===== src/kss_consts.svh =====
// Offsets, field positions, event bits, reset values and matrix size of the keypad status block.
`ifndef KSS_CONSTS_SVH
`define KSS_CONSTS_SVH

// ---------------------------------------------------------------------------
// Register offsets.
// ---------------------------------------------------------------------------
`define KSS_STATUS_OFFS 12'h00c
`define KSS_EVT_OFFS    12'h010
`define KSS_CLR_OFFS    12'h014
`define KSS_EN_OFFS     12'h018

// ---------------------------------------------------------------------------
// Status field positions.
// ---------------------------------------------------------------------------
`define KSS_INT_BIT     21
`define KSS_TKRST_BIT   20
`define KSS_WAKE_BIT    19
`define KSS_TKEY_BIT    18
`define KSS_DBL_BIT     17
`define KSS_SGL_BIT     16
`define KSS_K2R_MSB     14
`define KSS_K2R_LSB     11
`define KSS_K2C_MSB     10
`define KSS_K2C_LSB     8
`define KSS_K1R_MSB     6
`define KSS_K1R_LSB     3
`define KSS_K1C_MSB     2
`define KSS_K1C_LSB     0

// ---------------------------------------------------------------------------
// Event bits, reset values and matrix size.
// ---------------------------------------------------------------------------
`define KSS_EV_CHG      0
`define KSS_EV_TKEY     1
`define KSS_EV_TKRST    2
`define KSS_EV_WAKE     3
`define KSS_EV_W        4
`define KSS_EV_RST      4'h0
`define KSS_EN_RST      4'h0
`define KSS_ROWS        16
`define KSS_COLS        8
`define KSS_KEYS        128
`define KSS_ROWS8_LIM   8
`define KSS_ROWS4_LIM   4

`endif


===== src/kss_pkg.sv =====
// Types shared by the keypad status block.
package kss_pkg;

	// Number of scanned rows.
	typedef enum logic [1:0] {
		KSS_ROWS16,
		KSS_ROWS8,
		KSS_ROWS4
	} kss_rows_type;

	// One scan result from the scan engine.
	typedef struct packed {
		logic [127:0] matrix;
		logic         done;
		logic         triple_hit;
	} kss_scan_type;

	// Status register fields.
	typedef struct packed {
		logic       key_int;
		logic       triple_key_reset_flag;
		logic       powerdown_wake_flag;
		logic       triple_key_detected;
		logic       double_key_flag;
		logic       single_key_flag;
		logic [3:0] second_key_row;
		logic [2:0] second_key_column;
		logic [3:0] first_key_row;
		logic [2:0] first_key_column;
	} kss_status_type;

	// Whole state of the block.
	typedef struct packed {
		kss_status_type status;
		logic [127:0]   prev_matrix;
		logic [3:0]     evt;
		logic [3:0]     en;
		logic           irq;
		logic [31:0]    prdata;
		logic           pready;
		logic           pslverr;
	} kss_state_type;

endpackage


===== src/kss_status.sv =====
// Keypad scan status register with event interrupt over APB.
//
// Added by the designer: the address map and the APB register port.
`timescale 1ns/1ps
`include "kss_consts.svh"

module kss_status (
	input  wire logic                  pclk,
	input  wire logic                  presetn,
	input  wire logic                  psel,
	input  wire logic                  penable,
	input  wire logic                  pwrite,
	input  wire logic [11:0]           paddr,
	input  wire logic [31:0]           pwdata,
	output logic      [31:0]           prdata,
	output logic                       pready,
	output logic                       pslverr,
	input  wire kss_pkg::kss_scan_type scan,
	input  wire kss_pkg::kss_rows_type rows,
	input  wire logic                  triple_key_reset_enable,
	input  wire logic                  triple_key_reset_event,
	input  wire logic                  keypad_wake_event,
	output logic                       irq
);

	// -----------------------------------------------------------------------
	// Row masking and key search.
	// -----------------------------------------------------------------------

	// State is declared first since the change detect below reads it.
	kss_pkg::kss_state_type s;
	kss_pkg::kss_state_type n;

	logic [127:0] masked;
	logic [6:0]   first_idx;
	logic [6:0]   second_idx;
	logic         first_ok;
	logic         second_ok;
	logic         changed;
	logic         first_hit;
	logic         lower_clear;

	// Rows beyond the configured count never report a key.
	for (genvar r = 0; r < `KSS_ROWS; r++) begin : g_row
		logic row_on;
		assign row_on = (rows == kss_pkg::KSS_ROWS16) ||
			(rows == kss_pkg::KSS_ROWS8 && r < `KSS_ROWS8_LIM) ||
			(rows == kss_pkg::KSS_ROWS4 && r < `KSS_ROWS4_LIM);
		assign masked[r*`KSS_COLS +: `KSS_COLS] =
			scan.matrix[r*`KSS_COLS +: `KSS_COLS] & {`KSS_COLS{row_on}};
	end

	// Walking down from the top leaves the two lowest addresses behind.
	always_comb begin
		first_idx = 7'h00;
		second_idx = 7'h00;
		first_ok = 1'b0;
		second_ok = 1'b0;
		for (int i = `KSS_KEYS - 1; i >= 0; i--) begin
			if (masked[i]) begin
				second_idx = first_idx;
				second_ok = first_ok;
				first_idx = 7'(i);
				first_ok = 1'b1;
			end
		end
	end

	assign changed = scan.done && (masked != s.prev_matrix);

	// Check data: the first key is pressed and no lower key is.
	assign first_hit = masked[first_idx];
	assign lower_clear =
		(masked & ((128'h1 << first_idx) - 128'h1)) == 128'h0;

	// -----------------------------------------------------------------------
	// State and bus decode.
	// -----------------------------------------------------------------------

	logic [31:0]            stat_word;
	logic                   prep;
	logic                   acc;
	logic                   rd_stat;
	logic                   set_int;
	logic [3:0]             ev_set;

	// Request seen in the access phase, answered one cycle later.
	assign prep = psel && penable && !s.pready;
	assign acc = psel && penable && s.pready;
	assign rd_stat = acc && !pwrite && paddr == `KSS_STATUS_OFFS;

	// The three-key event sets key_int only when it does not reset the chip; its event bit latches either way.
	assign set_int = changed ||
		(scan.done && scan.triple_hit && !triple_key_reset_enable);

	// Events that latch into the interrupt status.
	always_comb begin
		ev_set = 4'h0;
		ev_set[`KSS_EV_CHG] = changed;
		ev_set[`KSS_EV_TKEY] = scan.done && scan.triple_hit;
		ev_set[`KSS_EV_TKRST] = triple_key_reset_event;
		ev_set[`KSS_EV_WAKE] = keypad_wake_event;
	end

	// Status word; every bit not named here reads zero.
	always_comb begin
		stat_word = 32'h0000_0000;
		stat_word[`KSS_INT_BIT] = s.status.key_int;
		stat_word[`KSS_TKRST_BIT] = s.status.triple_key_reset_flag;
		stat_word[`KSS_WAKE_BIT] = s.status.powerdown_wake_flag;
		stat_word[`KSS_TKEY_BIT] = s.status.triple_key_detected;
		stat_word[`KSS_DBL_BIT] = s.status.double_key_flag;
		stat_word[`KSS_SGL_BIT] = s.status.single_key_flag;
		stat_word[`KSS_K2R_MSB:`KSS_K2R_LSB] = s.status.second_key_row;
		stat_word[`KSS_K2C_MSB:`KSS_K2C_LSB] = s.status.second_key_column;
		stat_word[`KSS_K1R_MSB:`KSS_K1R_LSB] = s.status.first_key_row;
		stat_word[`KSS_K1C_MSB:`KSS_K1C_LSB] = s.status.first_key_column;
	end

	// -----------------------------------------------------------------------
	// Next state.
	// -----------------------------------------------------------------------

	// Clears are applied first so that a same-cycle set always wins.
	always_comb begin
		n = s;
		n.pready = prep;
		n.pslverr = 1'b0;
		if (prep) begin
			n.prdata = 32'h0000_0000;
			case (paddr)
				`KSS_STATUS_OFFS: n.prdata = pwrite ? 32'h0000_0000 : stat_word;
				`KSS_EVT_OFFS:    n.prdata = {28'h0000000, s.evt};
				`KSS_EN_OFFS:     n.prdata = {28'h0000000, s.en};
				`KSS_CLR_OFFS:    n.prdata = 32'h0000_0000;
				default:          n.pslverr = 1'b1;
			endcase
		end
		if (rd_stat) begin
			n.status.key_int = 1'b0;
			n.status.triple_key_reset_flag = 1'b0;
			n.status.powerdown_wake_flag = 1'b0;
		end
		if (acc && pwrite && paddr == `KSS_EN_OFFS) begin
			n.en = pwdata[`KSS_EV_W-1:0];
		end
		if (acc && pwrite && paddr == `KSS_CLR_OFFS) begin
			n.evt = s.evt & ~pwdata[`KSS_EV_W-1:0];
		end
		n.evt = n.evt | ev_set;
		if (scan.done) begin
			n.prev_matrix = masked;
			n.status.triple_key_detected = scan.triple_hit;
			n.status.single_key_flag = first_ok && !second_ok;
			n.status.double_key_flag = second_ok;
			n.status.first_key_row = first_ok ? first_idx[6:3] : 4'h0;
			n.status.first_key_column = first_ok ? first_idx[2:0] : 3'h0;
			n.status.second_key_row = second_ok ? second_idx[6:3] : 4'h0;
			n.status.second_key_column =
				second_ok ? second_idx[2:0] : 3'h0;
		end
		if (set_int) begin
			n.status.key_int = 1'b1;
		end
		if (triple_key_reset_event) begin
			n.status.triple_key_reset_flag = 1'b1;
		end
		if (keypad_wake_event) begin
			n.status.powerdown_wake_flag = 1'b1;
		end
		n.irq = |(n.evt & n.en);
	end

	// -----------------------------------------------------------------------
	// State register and outputs.
	// -----------------------------------------------------------------------

	// All state resets to zero.
	always_ff @(posedge pclk or negedge presetn) begin
		if (!presetn) begin
			s <= '0;
		end else begin
			s <= n;
		end
	end

	assign prdata = s.prdata;
	assign pready = s.pready;
	assign pslverr = s.pslverr;
	assign irq = s.irq;
endmodule


===== config.mk =====
export PLATFORM = sky130hd
export DESIGN_NAME = kss_status
export DESIGN_NICKNAME = d
export VERILOG_FILES = /design/src/kss_pkg.sv /design/src/kss_status.sv
export VERILOG_INCLUDE_DIRS = /design/src
export SDC_FILE = /design/constraint.sdc
export NUM_CORES = 1
export LEC_CHECK = 0
export ABC_AREA = 1
export BUFFER_PORTS_ARGS = -buffer_cell sky130_fd_sc_hd__buf_4
export CORE_AREA = 2 2 214 216
export DETAILED_ROUTE_END_ITERATION = 16
export DIE_AREA = 0 0 216 218
export PLACE_DENSITY = 0.61
export SYNTH_ARGS = -nofsm -noshare
export SYNTH_HDL_FRONTEND = slang
export SYNTH_SLANG_ARGS = --single-unit

===== constraint.sdc =====
create_clock -name pclk -period 7.9 [get_ports pclk]
set_input_delay 0.395 -clock pclk [delete_from_list [all_inputs] [get_ports pclk]]
set_output_delay 0.395 -clock pclk [all_outputs]
set_load 0.01 [all_outputs]

==> flow_summary_export.csv <==
group,metric,value,unit
drt,wl_per_cell,15.2,µm
global_routing,grt_pass1_vias,22900,
placed_design,hpwl,55600,µm
drt,vias,24600,
placed_design,io_buffers,178,
setup_path,crit_slowest_cell,"nor2_4",
cts,clock-sinks,179,
drt,antenna_left,0,
finish,diodes,0,
sta,max-slew-margin-rel,0.275,
floorplan,die_width,216,µm
global_routing,antenna_found_initial,0,
logic_synthesis,synth_cell_types,68,
logic_synthesis,synth_edf_count,0,
drt,wirelength,71600,µm
placed_design,gp_congestion,0.961,
finish,area_delta_synth_final,29.8,%
setup_path,crit_arrival,9.37,ns
power_and_ir_drop,p_clk_frac,0.256,
finish,final_cell_mix,"nand2_1, buf_4, inv_1",
cts,path_clk_slew,0.07,ns
finish,drive_gt1_frac,0.224,
floorplan,dieArea,47100,µm²
sta,min_period,9.03,ns
min_path,min_path_type,"in -> async",
global_routing,busiest_layer,"met2",
sta,fmax,111,MHz
outcome,outcome,"finished with violations",
setup_path,path_max_fanout,5,
logic_synthesis,synthesis.instances,3547,
logic_synthesis,avgSynthCellArea,5.63,µm²
finish,final_area,25900,µm²
power_and_ir_drop,powerDensity,130,nW/µm²
global_routing,grt_util_met2,0.510,
outcome,violations,"setup timing",
logic_synthesis,async_flop_share,1.00,
power_and_ir_drop,p_leak,14.4,nW
sta,hold_viol,0,
logic_synthesis,ys.flop_type,"dfrtp_1",
cts,htreeDepth,4,
power_and_ir_drop,combPwrFrac,0.445,
finish,regArea,4480,µm²
finish,nFillCells,4601,
sta,maxSlewViolCount,0,
logic_synthesis,yosysWarnings,0,
logic_synthesis,synth_seq_cells,179,
job,maxCapViolCount,0,
setup_path,cp_common_cell,"nand2_1",
floorplan,start_util,0.445,
sta,worstMarginPinSlew,1.09,ns
power_and_ir_drop,ir_drop,0.155,mV
power_and_ir_drop,power.share.sequential,0.299,
global_routing,grt_pass1_wl,115000,µm
power_and_ir_drop,internal-power,2.02,mW
setup_path,crit_required,8.25,ns
drt,post-route-drc-count,0,
drt,via_per_inst,5.21,
logic_synthesis,synth-seq-area-share,0.224,
cts,root_buffer,"clkbuf_16",
floorplan,rows,78,
finish,layout.nets,4291,
setup_path,crit_type,"in -> reg",
sta,finalSetupViolations,15,
setup_path,max_stage_delay,0.21,ns
power_and_ir_drop,swShare,0.400,
global_routing,met1_usage,0.396,
sta,layout_setup_ws,-1.13,ns
cts,holdBufCountCts,0,
finish,fin_util,0.577,
cts,clk_latency,0.46,ns
setup_path,startpoint_type,"input pin",
sta,rsz0062_at_grt,"true",
finish,multiInputGateArea,13600,µm²
drt,drt_iter0_markers,1884,
setup_path,timing.critical_path.from,"rows[1]",
power_and_ir_drop,p_switching,1.35,mW
drt,dr.pass1.iters,6,
global_routing,grt_max_degree,135,
finish,layout_commonest_cell,"nand2_1",
global_routing,grt_usage,0.294,
placed_design,placed_cell_area,23900,µm²
floorplan,ios,219,
global_routing,grt_use_met3,0.0257,
cts,tritoncts,"yes",
floorplan,die_y,218,µm
sta,finalClockSkew,0.0148,ns
setup_path,worstReg2RegStart,"s[102]",
global_routing,grt_overflow_total,0,
cts,clock_path_buffers,2,
floorplan,core,44900,µm²
sta,finalCritPeriodShare,1.14,
setup_path,endpoint_kind,"flip-flop",
cts,cts_buffers,17,
logic_synthesis,syn-cell-area,20000,µm²
## flip-flops by register name (all words and copies together) (netlist names)
register,flops
pready,1
irq,1
pslverr,1
s,156
prdata,20
## worst max-delay path: cells and delay by family
family,cells,cell delay (ns)
buffers and inverters,9,1.15
and+or+nand+nor,124,7.81
## logic make-up after synthesis
group / count (synthesis) / synth area share
simple gates: 2107 / 0.444
compound gates: 643 / 0.179
buf+inv: 537 / 0.118
flops: 179 / 0.224
xor+xnor: 80 / 0.0351
other cells: 1 / 0.000188
## Yosys cell counts, drive strengths merged (9+ instances only)
| cell | instances | area (µm²) |
|---|---|---|
| a21boi | 9 | 67.6 |
| a21oi | 232 | 1160 |
| a221oi | 15 | 131 |
| a31oi | 28 | 175 |
| buf | 41 | 315 |
| clkbuf | 66 | 398 |
| clkinv | 14 | 62.6 |
| dfrtp | 179 | 4480 |
| inv | 415 | 1560 |
| nand2 | 1465 | 5740 |
| nand3 | 164 | 831 |
| nand4 | 24 | 171 |
| nor2 | 364 | 1560 |
| nor3 | 37 | 201 |
| nor4 | 39 | 263 |
| o211ai | 18 | 135 |
| o21ai | 276 | 1390 |
| o22ai | 20 | 125 |
| xnor2 | 40 | 350 |
| xor2 | 40 | 350 |
## layer usage
| layer | vias up | share of wire | wire length, µm |
|---|---|---|---|
| met5 | - | 0 | 0 |
| met4 | 0 | 0.020 | 1410 |
| met3 | 95 | 0.040 | 2860 |
| met2 | 694 | 0.47 | 33900 |
| met1 | 11300 | 0.47 | 33400 |
| li1 | 12500 | - | - |
## path summary, 6_finish.rpt
check,endpoint,slack [ns],cells after the start
worst max register to register,irq,4.51,8
worst min register to register,s[178],0.48,2
worst min-delay path,s[150],0.04,1
min in group pclk,s[188],0.15,3
max in group asynchronous,s[81],6.35,2
worst max-delay path,s[178],-1.13,133
## final cells by class
class,instances,share of cell area
flip-flops and latches,179,0.173
clock buffers,20,0.0180
well taps,600,0.0290
multi-input cells,2842,0.524
repair buffers,638,0.188
clock inverters,12,0.00469
inverters,429,0.0629
## stage by stage
step | cells | hold slack, ns | TNS [ns] | setup WS (ns) | power [mW]
floorplan | 3558 | 0.0994 | -0.177 | -0.0856 | 1.85
global placement | 4555 | 0.464 | -16.65 | -1.25 | 2.33
detailed placement | 4555 | 0.467 | -18.55 | -1.40 | 2.35
CTS | 4697 | 0.112 | -7.69 | -0.731 | 3.30
global route | 4720 | 0.139 | -26.17 | -2.17 | 3.58
finish | 4720 | 0.0414 | -9.02 | -1.13 | 3.37
## power groups by stage
stage / Sequential (mW) / Clock [mW] / Combinational, mW
final: 1.01 / 0.864 / 1.50
after global placement: 1.02 / 0 / 1.31
after detailed placement: 1.02 / 0 / 1.32
after floorplan: 1.02 / 0 / 0.838
after CTS: 1.01 / 0.868 / 1.43
after global routing: 1.01 / 0.902 / 1.67
## what timing repair did
| action | CTS | global route |
|---|---|---|
| pin swaps | 20 | 30 |
| buffers inserted | 111 | 22 |
| setup endpoints to repair | 16 | 16 |
| resized for setup | 38 | 83 |
| cloned | 0 | 1 |
(Power assumes the default switching activity.)
